File: src/hw/pdps_regs.svh
`ifndef PDPS_REGS_SVH
`define PDPS_REGS_SVH

// Register word offsets (byte addresses)
`define PDPS_ADDR_CONFIG      4'h0
`define PDPS_ADDR_STATUS      4'h4
`define PDPS_ADDR_ERASE       4'h8

// Configuration register fields
`define PDPS_CFG_ALT_PORT     0
`define PDPS_CFG_DEBUG_OFF    1
`define PDPS_CFG_SINGLE_SUP   2
`define PDPS_CFG_PROTECT      3
`define PDPS_CFG_RESET        4'h6

// Status register fields
`define PDPS_ST_PROG_ACTIVE   0
`define PDPS_ST_HIGH_VOLT     1
`define PDPS_ST_SINGLE_ENTRY  2
`define PDPS_ST_ALT_SESSION   3
`define PDPS_ST_SMALL_VARIANT 4
`define PDPS_ST_ERASE_ERROR   5

// Erase command fields
`define PDPS_ER_ROW           0
`define PDPS_ER_BLOCK         1

// Synchronised pin vector positions
`define PDPS_PIN_LEG_HV       0
`define PDPS_PIN_LEG_RST      1
`define PDPS_PIN_LEG_CLK      2
`define PDPS_PIN_LEG_DAT      3
`define PDPS_PIN_ALT_HV       4
`define PDPS_PIN_ALT_RST      5
`define PDPS_PIN_ALT_CLK      6
`define PDPS_PIN_ALT_DAT      7
`define PDPS_PIN_COUNT_SEL    8
`define PDPS_PIN_PROG_ENTRY   9
`define PDPS_NUM_PINS         10
`define PDPS_PIN_RESET        10'h000

`endif

File: src/hw/pdps_pkg.sv
package pdps_pkg;

   // Synchronised external pin levels
   typedef struct packed {
      logic prog_entry;
      logic count_sel;
      logic alt_dat;
      logic alt_clk;
      logic alt_rst;
      logic alt_hv;
      logic leg_dat;
      logic leg_clk;
      logic leg_rst;
      logic leg_hv;
   } pdps_pins_type;

   // Configuration bits held by the block
   typedef struct packed {
      logic protect;
      logic single_sup;
      logic debug_off;
      logic alt_port;
   } pdps_cfg_type;

   // Programming session selection
   typedef enum logic [3:0] {
      PDPS_IDLE     = 4'b0001,
      PDPS_HV_LEG   = 4'b0010,
      PDPS_HV_ALT   = 4'b0100,
      PDPS_SINGLE   = 4'b1000
   } pdps_session_type;

endpackage

File: src/hw/pdps_top.sv
// The implementer's own choices: the Avalon-MM register port and the address map.
`timescale 1ns/1ns
`include "pdps_regs.svh"
// Contract
// - Alt port enabled activates three alternate pins, same function as legacy pins; device_reset_out never follows the alternate reset level.
// - Legacy reset, clock and data pins stay usable with alt port enabled.
// - High voltage on legacy reset pin makes alternate reset pin ignored.
// - Count-select low: behave as small variant; ports D/E, streaming port, PWM off.
// - Count-select high: full-feature configuration, all peripherals present.
// - Count-select honoured only with debug enabled and alt port enabled.
// - Single-supply bit: program without high voltage; entry pin leaves GPIO.
// - High-voltage programming entry always accepted regardless of single-supply bit; alternate high voltage waits until a single-supply session ends.
// - Single-supply bit changes only in high-voltage mode; clear returns GPIO.
// - With single-supply disabled only high-voltage entry is accepted.
// - Row or block erase when unprotected; protected memory only block erase.
module pdps_top
   import pdps_pkg::*;
(
   input  wire logic        clock_in,
   input  wire logic        rst_n_in,
   // Avalon-MM register slave
   input  wire logic [3:0]  avs_address_in,
   input  wire logic        avs_read_in,
   input  wire logic        avs_write_in,
   input  wire logic [31:0] avs_writedata_in,
   output logic      [31:0] avs_readdata_out,
   output logic             avs_waitrequest_out,
   // Legacy port pins
   input  wire logic        reset_progvolt_hv_in,
   input  wire logic        reset_progvolt_level_in,
   input  wire logic        legacy_serial_clock_in,
   input  wire logic        legacy_serial_data_in,
   output logic             legacy_serial_data_out,
   output logic             legacy_serial_data_oe_out,
   // Alternate port pins
   input  wire logic        alt_reset_progvolt_hv_in,
   input  wire logic        alt_reset_progvolt_level_in,
   input  wire logic        alt_serial_clock_pin_in,
   input  wire logic        alt_serial_data_pin_in,
   output logic             alt_serial_data_pin_out,
   output logic             alt_serial_data_pin_oe_out,
   // Strap and entry pins
   input  wire logic        pin_count_select_pin_in,
   input  wire logic        prog_entry_pin_in,
   // Serial engine side
   input  wire logic        serial_data_drive_in,
   input  wire logic        serial_data_value_in,
   output logic             serial_clock_rise_out,
   output logic             serial_data_bit_out,
   output logic             prog_active_out,
   output logic             device_reset_out,
   output logic             port_b_bit_five_gpio_out,
   // Erase requests towards the memory
   output logic             row_erase_out,
   output logic             block_erase_out,
   // Peripheral presence
   output logic             small_variant_out,
   output logic             port_d_io_enable_out,
   output logic             port_e_io_enable_out,
   output logic             streaming_parallel_port_enable_out,
   output logic             first_capture_compare_pwm_enable_out
);

   // Pin synchroniser stages and their filtered levels
   logic [`PDPS_NUM_PINS-1:0] pin_raw;
   logic [`PDPS_NUM_PINS-1:0] sync_a;
   logic [`PDPS_NUM_PINS-1:0] sync_b;
   logic [`PDPS_NUM_PINS-1:0] sync_c;
   logic [`PDPS_NUM_PINS-1:0] pin_flt;
   pdps_pins_type             pins;
   pdps_cfg_type              cfg;
   pdps_session_type          session;
   pdps_session_type          next_session;
   logic                      clk_prev;
   logic                      erase_error;
   logic                      bus_ack;

   // Raw pin vector in the order the header defines
   assign pin_raw = {prog_entry_pin_in, pin_count_select_pin_in,
                     alt_serial_data_pin_in, alt_serial_clock_pin_in,
                     alt_reset_progvolt_level_in, alt_reset_progvolt_hv_in,
                     legacy_serial_data_in, legacy_serial_clock_in,
                     reset_progvolt_level_in, reset_progvolt_hv_in};

   // Three-flop synchroniser per pin; a change counts once the last two agree
   genvar gi;
   generate
      for (gi = 0; gi < `PDPS_NUM_PINS; gi = gi + 1) begin : g_sync
         always_ff @(posedge clock_in) begin
            if (!rst_n_in) begin
               sync_a[gi]  <= 1'b0;
               sync_b[gi]  <= 1'b0;
               sync_c[gi]  <= 1'b0;
               pin_flt[gi] <= 1'b0;
            end else begin
               sync_a[gi] <= pin_raw[gi];
               sync_b[gi] <= sync_a[gi];
               sync_c[gi] <= sync_b[gi];
               if (sync_b[gi] == sync_c[gi]) begin
                  pin_flt[gi] <= sync_c[gi];
               end
            end
         end
      end
   endgenerate

   // Alternate pins have no internal effect unless the port is enabled
   wire       alt_on     = cfg.alt_port;
   assign pins = {pin_flt[`PDPS_PIN_PROG_ENTRY], pin_flt[`PDPS_PIN_COUNT_SEL],
                  pin_flt[`PDPS_PIN_ALT_DAT] & alt_on,
                  pin_flt[`PDPS_PIN_ALT_CLK] & alt_on,
                  pin_flt[`PDPS_PIN_ALT_RST] | ~alt_on,
                  pin_flt[`PDPS_PIN_ALT_HV] & alt_on,
                  pin_flt[`PDPS_PIN_LEG_DAT], pin_flt[`PDPS_PIN_LEG_CLK],
                  pin_flt[`PDPS_PIN_LEG_RST], pin_flt[`PDPS_PIN_LEG_HV]};

   // Entry conditions; legacy high voltage wins and masks the alternate reset
   wire leg_hv_entry = pins.leg_hv;
   wire alt_hv_entry = pins.alt_hv & ~pins.leg_hv;
   wire single_entry = cfg.single_sup & pins.leg_rst & pins.prog_entry;

   // Session selection: a session runs until its own entry condition drops or legacy high voltage takes it over
   always_comb begin
      next_session = session;
      case (session)
         PDPS_IDLE: begin
            if (leg_hv_entry) begin
               next_session = PDPS_HV_LEG;
            end else if (alt_hv_entry) begin
               next_session = PDPS_HV_ALT;
            end else if (single_entry) begin
               next_session = PDPS_SINGLE;
            end
         end
         PDPS_HV_LEG: begin
            if (!leg_hv_entry) begin
               next_session = PDPS_IDLE;
            end
         end
         PDPS_HV_ALT: begin
            if (leg_hv_entry) begin
               next_session = PDPS_HV_LEG;
            end else if (!alt_hv_entry) begin
               next_session = PDPS_IDLE;
            end
         end
         PDPS_SINGLE: begin
            if (leg_hv_entry) begin
               next_session = PDPS_HV_LEG;
            end else if (!single_entry) begin
               next_session = PDPS_IDLE;
            end
         end
         default: next_session = PDPS_IDLE;
      endcase
   end

   // Session register
   always_ff @(posedge clock_in) begin
      if (!rst_n_in) begin
         session <= PDPS_IDLE;
      end else begin
         session <= next_session;
      end
   end

   // Port steering follows the open session
   wire use_alt    = (session == PDPS_HV_ALT);
   wire prog_on    = (session != PDPS_IDLE);
   wire hv_on      = (session == PDPS_HV_LEG) | use_alt;
   wire sel_clk    = use_alt ? pins.alt_clk : pins.leg_clk;
   wire sel_dat    = use_alt ? pins.alt_dat : pins.leg_dat;
   wire sel_rst    = use_alt ? pins.alt_rst : pins.leg_rst;
   wire clk_rise   = prog_on & sel_clk & ~clk_prev;

   // Serial clock edge detection on the filtered level of the chosen port
   always_ff @(posedge clock_in) begin
      if (!rst_n_in) begin
         clk_prev              <= 1'b1;
         serial_clock_rise_out <= 1'b0;
         serial_data_bit_out   <= 1'b0;
      end else begin
         // Held high outside a session: a session that opens with the clock
         // already high, or on the other port, cannot fake an edge
         clk_prev              <= prog_on ? sel_clk : 1'b1;
         serial_clock_rise_out <= clk_rise;
         if (clk_rise) begin
            serial_data_bit_out <= sel_dat;
         end
      end
   end

   // Data driven back only on the port that opened the session
   assign legacy_serial_data_out     = serial_data_value_in;
   assign legacy_serial_data_oe_out  = prog_on & ~use_alt & serial_data_drive_in;
   assign alt_serial_data_pin_out    = serial_data_value_in & alt_on;
   assign alt_serial_data_pin_oe_out = alt_on & use_alt & serial_data_drive_in;
   assign prog_active_out            = prog_on;
   assign device_reset_out           = ~prog_on & ~sel_rst;
   assign port_b_bit_five_gpio_out   = ~cfg.single_sup;

   // Pin-count strap only counts with debug on and the alternate port enabled
   wire strap_live = ~cfg.debug_off & cfg.alt_port;
   wire small_mode = strap_live & ~pins.count_sel;
   // Every larger-package peripheral follows the one strap decision
   assign small_variant_out                    = small_mode;
   assign port_d_io_enable_out                 = ~small_mode;
   assign port_e_io_enable_out                 = ~small_mode;
   assign streaming_parallel_port_enable_out   = ~small_mode;
   assign first_capture_compare_pwm_enable_out = ~small_mode;

   // Bus decode
   // Writes act at the taking edge; the master holds them until the answer
   wire acc_take   = (avs_read_in | avs_write_in) & ~bus_ack;
   wire wr_take    = avs_write_in & ~bus_ack;
   wire hit_cfg    = (avs_address_in == `PDPS_ADDR_CONFIG);
   wire hit_status = (avs_address_in == `PDPS_ADDR_STATUS);
   wire hit_erase  = (avs_address_in == `PDPS_ADDR_ERASE);
   wire wr_cfg     = wr_take & hit_cfg;
   wire wr_status  = wr_take & hit_status;
   wire wr_erase   = wr_take & hit_erase;
   wire row_req    = wr_erase & avs_writedata_in[`PDPS_ER_ROW];
   wire block_req  = wr_erase & avs_writedata_in[`PDPS_ER_BLOCK];
   // Row erase never reaches protected memory; only a block erase clears it
   wire row_ok     = row_req & prog_on & ~cfg.protect & ~block_req;
   wire block_ok   = block_req & prog_on;
   // A refused erase raises the sticky error instead of a pulse
   wire erase_bad  = (row_req & ~row_ok & ~block_req) | (block_req & ~block_ok);
   // Alt-port bit changes only in a legacy high-voltage session
   wire alt_wr_ok  = (session == PDPS_HV_LEG);
   wire sup_wr_ok  = hv_on;

   // Configuration bits; alt-port and single-supply writes guarded; protection only cleared by block erase
   always_ff @(posedge clock_in) begin
      if (!rst_n_in) begin
         cfg <= pdps_cfg_type'(`PDPS_CFG_RESET);
      end else begin
         if (wr_cfg && alt_wr_ok) begin
            cfg.alt_port <= avs_writedata_in[`PDPS_CFG_ALT_PORT];
         end
         if (wr_cfg && sup_wr_ok) begin
            cfg.single_sup <= avs_writedata_in[`PDPS_CFG_SINGLE_SUP];
         end
         // Debug bit is unguarded; it only matters together with the strap
         if (wr_cfg) begin
            cfg.debug_off <= avs_writedata_in[`PDPS_CFG_DEBUG_OFF];
         end
         if (block_ok) begin
            cfg.protect <= 1'b0;
         end else if (wr_cfg && avs_writedata_in[`PDPS_CFG_PROTECT]) begin
            cfg.protect <= 1'b1;
         end
      end
   end

   // Erase pulses and sticky refusal flag; a new refusal beats a clear
   always_ff @(posedge clock_in) begin
      if (!rst_n_in) begin
         row_erase_out   <= 1'b0;
         block_erase_out <= 1'b0;
         erase_error     <= 1'b0;
      end else begin
         row_erase_out   <= row_ok;
         block_erase_out <= block_ok;
         if (erase_bad) begin
            erase_error <= 1'b1;
         end else if (wr_status && avs_writedata_in[`PDPS_ST_ERASE_ERROR]) begin
            erase_error <= 1'b0;
         end
      end
   end

   // Read mux; unmapped addresses read zero
   wire [31:0] cfg_word = {28'h0000000, cfg};
   wire [31:0] st_word  = {26'h0, erase_error, small_mode, use_alt,
                           (session == PDPS_SINGLE), hv_on, prog_on};
   wire [31:0] rd_word  = hit_cfg    ? cfg_word :
                          hit_status ? st_word  : 32'h00000000;

   // One wait cycle per access keeps the read data registered
   always_ff @(posedge clock_in) begin
      if (!rst_n_in) begin
         bus_ack          <= 1'b0;
         avs_readdata_out <= 32'h00000000;
      end else begin
         bus_ack <= acc_take;
         if (acc_take && avs_read_in) begin
            avs_readdata_out <= rd_word;
         end
      end
   end

   // Follows the request at once, so a fresh access stalls without a lost cycle
   assign avs_waitrequest_out = (avs_read_in | avs_write_in) & ~bus_ack;

endmodule // pdps_top

File: config.mk
export PLATFORM = sky130hd
export DESIGN_NAME = pdps_top
export DESIGN_NICKNAME = d
export VERILOG_FILES = /design/src/hw/pdps_pkg.sv /design/src/hw/pdps_top.sv
export VERILOG_INCLUDE_DIRS = /design/src /design/src/hw
export SDC_FILE = /design/constraint.sdc
export NUM_CORES = 1
export LEC_CHECK = 0
export ABC_AREA = 1
export BUFFER_PORTS_ARGS = -buffer_cell sky130_fd_sc_hd__buf_4
export CORE_MARGIN = 2
export CORE_UTILIZATION = 40
export CTS_BUF_LIST = sky130_fd_sc_hd__clkbuf_4 sky130_fd_sc_hd__clkbuf_8
export DETAILED_ROUTE_END_ITERATION = 6
export GPL_TIMING_DRIVEN = 0
export HOLD_SLACK_MARGIN = 0.06
export PLACE_DENSITY = 0.67
export SETUP_SLACK_MARGIN = 0.2
export SLEW_MARGIN = 25
export SYNTH_ARGS = -nofsm -noshare
export SYNTH_HDL_FRONTEND = slang
export SYNTH_SLANG_ARGS = --single-unit
export TNS_END_PERCENT = 30
File: constraint.sdc
create_clock -name clock_in -period 1.42 [get_ports clock_in]
set_input_delay 0.142 -clock clock_in [delete_from_list [all_inputs] [get_ports clock_in]]
set_output_delay 0.142 -clock clock_in [all_outputs]
set_load 0.01 [all_outputs]
==> results.yml <==
setup_path:
  crit_path_end_kind: "primary output"
  cp.required_ns: 1.28
  reg2regPathDepth: 8
  startpoint: "session[3]"
  critPathKind: "reg -> out"
  arrival_ns: 1.34
  reg2reg_slack_ns: 0.13
  crit_fanout: 5
  critPathLaunchType: "register"
  rr_startpoint: "session[3]"
  regToRegEndpoint: "avs_readdata_out[0]"
  crit_path_end: "device_reset_out"
clock_tree:
  htree_levels: 3
  worst_skew_pair.late_latency_ns: 0.33
  cts_buffers: 9
  cts_tree: "built"
  clockBufferDepth: 2
  clk_pin_slew_worst_paths_ns: 0.07
  cts.sinks: 61
  cts_root_buf: "clkbuf_8"
detailed_routing:
  wl_per_cell_um: 10.3
  dr.pass1.iters: 4
  drcViolationCount: 0
  dr_total_vias: 2345
  drt-initial-drc-count: 124
  antenna_left: 0
  wl_um: 5470
  via_per_inst: 4.40
timing:
  period_share_pct: 104
  fin_skew_ns: 0.00800
  setup_violations: 2
  final_hold_viol_count: 0
  fmax_mhz: 674
  setup_slack_ns: -0.0637
  slew_violations: 0
  tightestPinTransition_ns: 0.501
  rsz0062_at_grt: "true"
  finalCriticalPeriod_ns: 1.48
  relSlewSlack_pct: 66.6
status:
  status: "finished, violations left"
  violations: "setup timing"
cells_and_area:
  drive_gt1_share_pct: 32.5
  area_delta_synth_final_pct: 45.7
  multi_input_area_mm2: 0.00104
  diodes: 0
  nets: 503
  ff_latch_area_mm2: 0.00124
  fin_area_mm2: 0.00371
  fillers: 576
worst_hold_path:
  worstHoldStart: "avs_writedata_in[3]"
  hp-class: "in -> reg"
placed_design:
  io_buffer_count: 46
  gp_congestion: 0.832
  place_area_mm2: 0.00308
  dp_hpwl_um: 3620
  dp_slack_ns: -0.108
synthesis:
  syn_area_mm2: 0.00254
  synth_cell_types: 26
  synth_top_area_share_pct: 48.0
  synth_top_area_cell: "dfxtp_1"
  ys_seq_area_share_pct: 48.0
  ys_warn_count: 0
  synthTopCellsByArea: "dfxtp_1 (48%), nand2_1 (11%), buf_4 (8.8%), inv_1 (8.4%), nor2_1 (5.0%)"
  syn_area_per_cell_um2: 7.44
  syn_inst: 342
  synth-seq-cells: 61
global_route:
  grt_usage_pct: 16.0
  grt_pass1_wl_um: 8940
  grt_pass1_vias: 2061
  grt_max_degree: 11
  globalRouteOverflowTotal: 0
  antenna_found_initial: 0
floorplan:
  core-area_mm2: 0.00624
  ioPinCount: 101
  fp.dieW_um: 83.8
  die_h_um: 83.8
  die-area_mm2: 0.00702
  start_util_pct: 40.8
  rows: 29
power:
  p_leak_nw: 1.99
  ir_drop_mv: 0.676
  p_per_area_mw_per_mm2: 1090
job:
  maxCapViolCount: 0
area by class of cell:
| cell class | instances | share of cell area [%] |
|---|---|---|
| plain buffers | 37 | 7.42 |
| clock buffers | 13 | 4.66 |
| clock inverters | 3 | 1.15 |
| inverters | 58 | 6.01 |
| multi-input cells | 211 | 28.0 |
| flip-flops and latches | 61 | 33.4 |
| well taps | 77 | 2.60 |
| repair buffers | 73 | 16.7 |
cell families after synthesis:
group / share of synthesized area, %
AOI/OAI and AO/OA: 8.85
buffers and inverters: 18.9
DFF: 48.0
other: 0.147
and+or+nand+nor: 24.1
how the worst min path moves through the flow:
stage,endpoint,slack [ns],cells after the start
2_1_floorplan,sync_a[0],0.24,2
3_5_place_dp,sync_a[4],0.33,3
4_1_cts,cfg[3],0.08,3
5_1_grt,cfg[3],0.09,3
3_3_place_gp,sync_a[7],0.32,3
6_report,cfg[3],0.09,3
cell usage in the layout, fill, tap and decap left out, types with 3 or more instances in the layout:
| cell type | netlist | layout |
|---|---|---|
| dfxtp_2 | 0 | 3 |
| inv_2 | 0 | 4 |
| nand2_1 | 75 | 71 |
| buf_4 | 30 | 77 |
| nand2_2 | 2 | 6 |
| o21ai_1 | 0 | 3 |
| nand3_1 | 16 | 15 |
| dfxtp_4 | 0 | 4 |
| dlygate4sd3_1 | 0 | 11 |
| clkbuf_1 | 4 | 4 |
| dfxtp_1 | 61 | 54 |
| clkbuf_8 | 1 | 13 |
| inv_1 | 57 | 51 |
| nor2_1 | 34 | 30 |
| nand4_1 | 3 | 3 |
| nor2_4 | 2 | 7 |
| buf_6 | 0 | 15 |
| o21ai_0 | 23 | 20 |
| a21oi_1 | 18 | 16 |
| conb_1 | 1 | 26 |
synth_stat cells:
library cell,n
nor2_4,2
a21oi_1,18
o21ai_0,23
nor2_1,34
clkinv_1,1
nor3b_1,1
clkbuf_1,4
inv_1,57
nand2_1,75
conb_1,1
nand4_1,3
buf_2,1
a211oi_1,1
nand3_2,1
nand2_2,2
nor3_1,1
nand3b_1,1
nand2_4,1
dfxtp_1,61
nor2_2,3
nand3_1,16
a31oi_1,2
buf_4,30
clkbuf_2,1
clkbuf_8,1
nor3_2,1
flip-flops by register name, summed over array words and instances (netlist names), 3 cells and up:
register and cells:
cfg 3, session 4, sync_a 10, avs_readdata_out 6
pin_flt 9, sync_c 10, sync_b 10
power by group:
group	total, mW	internal (mW)	switching, mW
Sequential	1.81	1.77	0.0414
Combinational	0.604	0.306	0.298
Clock	1.61	0.971	0.643
critical path, cell delays in order (launching register included):
cell	delay [ns]
dfxtp_4	0.37
nor2_4	0.14
nand3_4	0.11
a211oi_4	0.26
buf_6	0.14
per-stage QoR:
step	setup TNS, ns	std cells	power (mW)	util (%)	hold WS, ns
global route	-0.300	533	4.22	59.4	0.0943
detailed placement	-0.108	490	2.28	49.4	0.327
global placement	-0.0672	490	2.27	49.4	0.323
CTS	-0.154	528	4.00	57.8	0.0777
floorplan	0	367	2.12	-	0.240
finish	-0.107	533	4.03	59.4	0.0878
repair_timing:
| action | CTS | global route |
|---|---|---|
| cloned | 0 | 0 |
| endpoints found under the hold margin | 11 | 0 |
| gates resized for setup | 38 | 22 |
| setup endpoints to repair | 17 | 25 |
| hold buffers | 11 | 0 |
| buffers inserted | 11 | 5 |
| pin swaps | 10 | 12 |
layer usage:
metal / wire, um / track usage, % / part of all wire [%]
met5: 0 / 0 / 0
met1: 2360 / 18.6 / 43
met4: 97 / 7.33 / 1.8
met3: 311 / 3.17 / 5.7
met2: 2710 / 28.1 / 49
(Power assumes the default switching activity.)
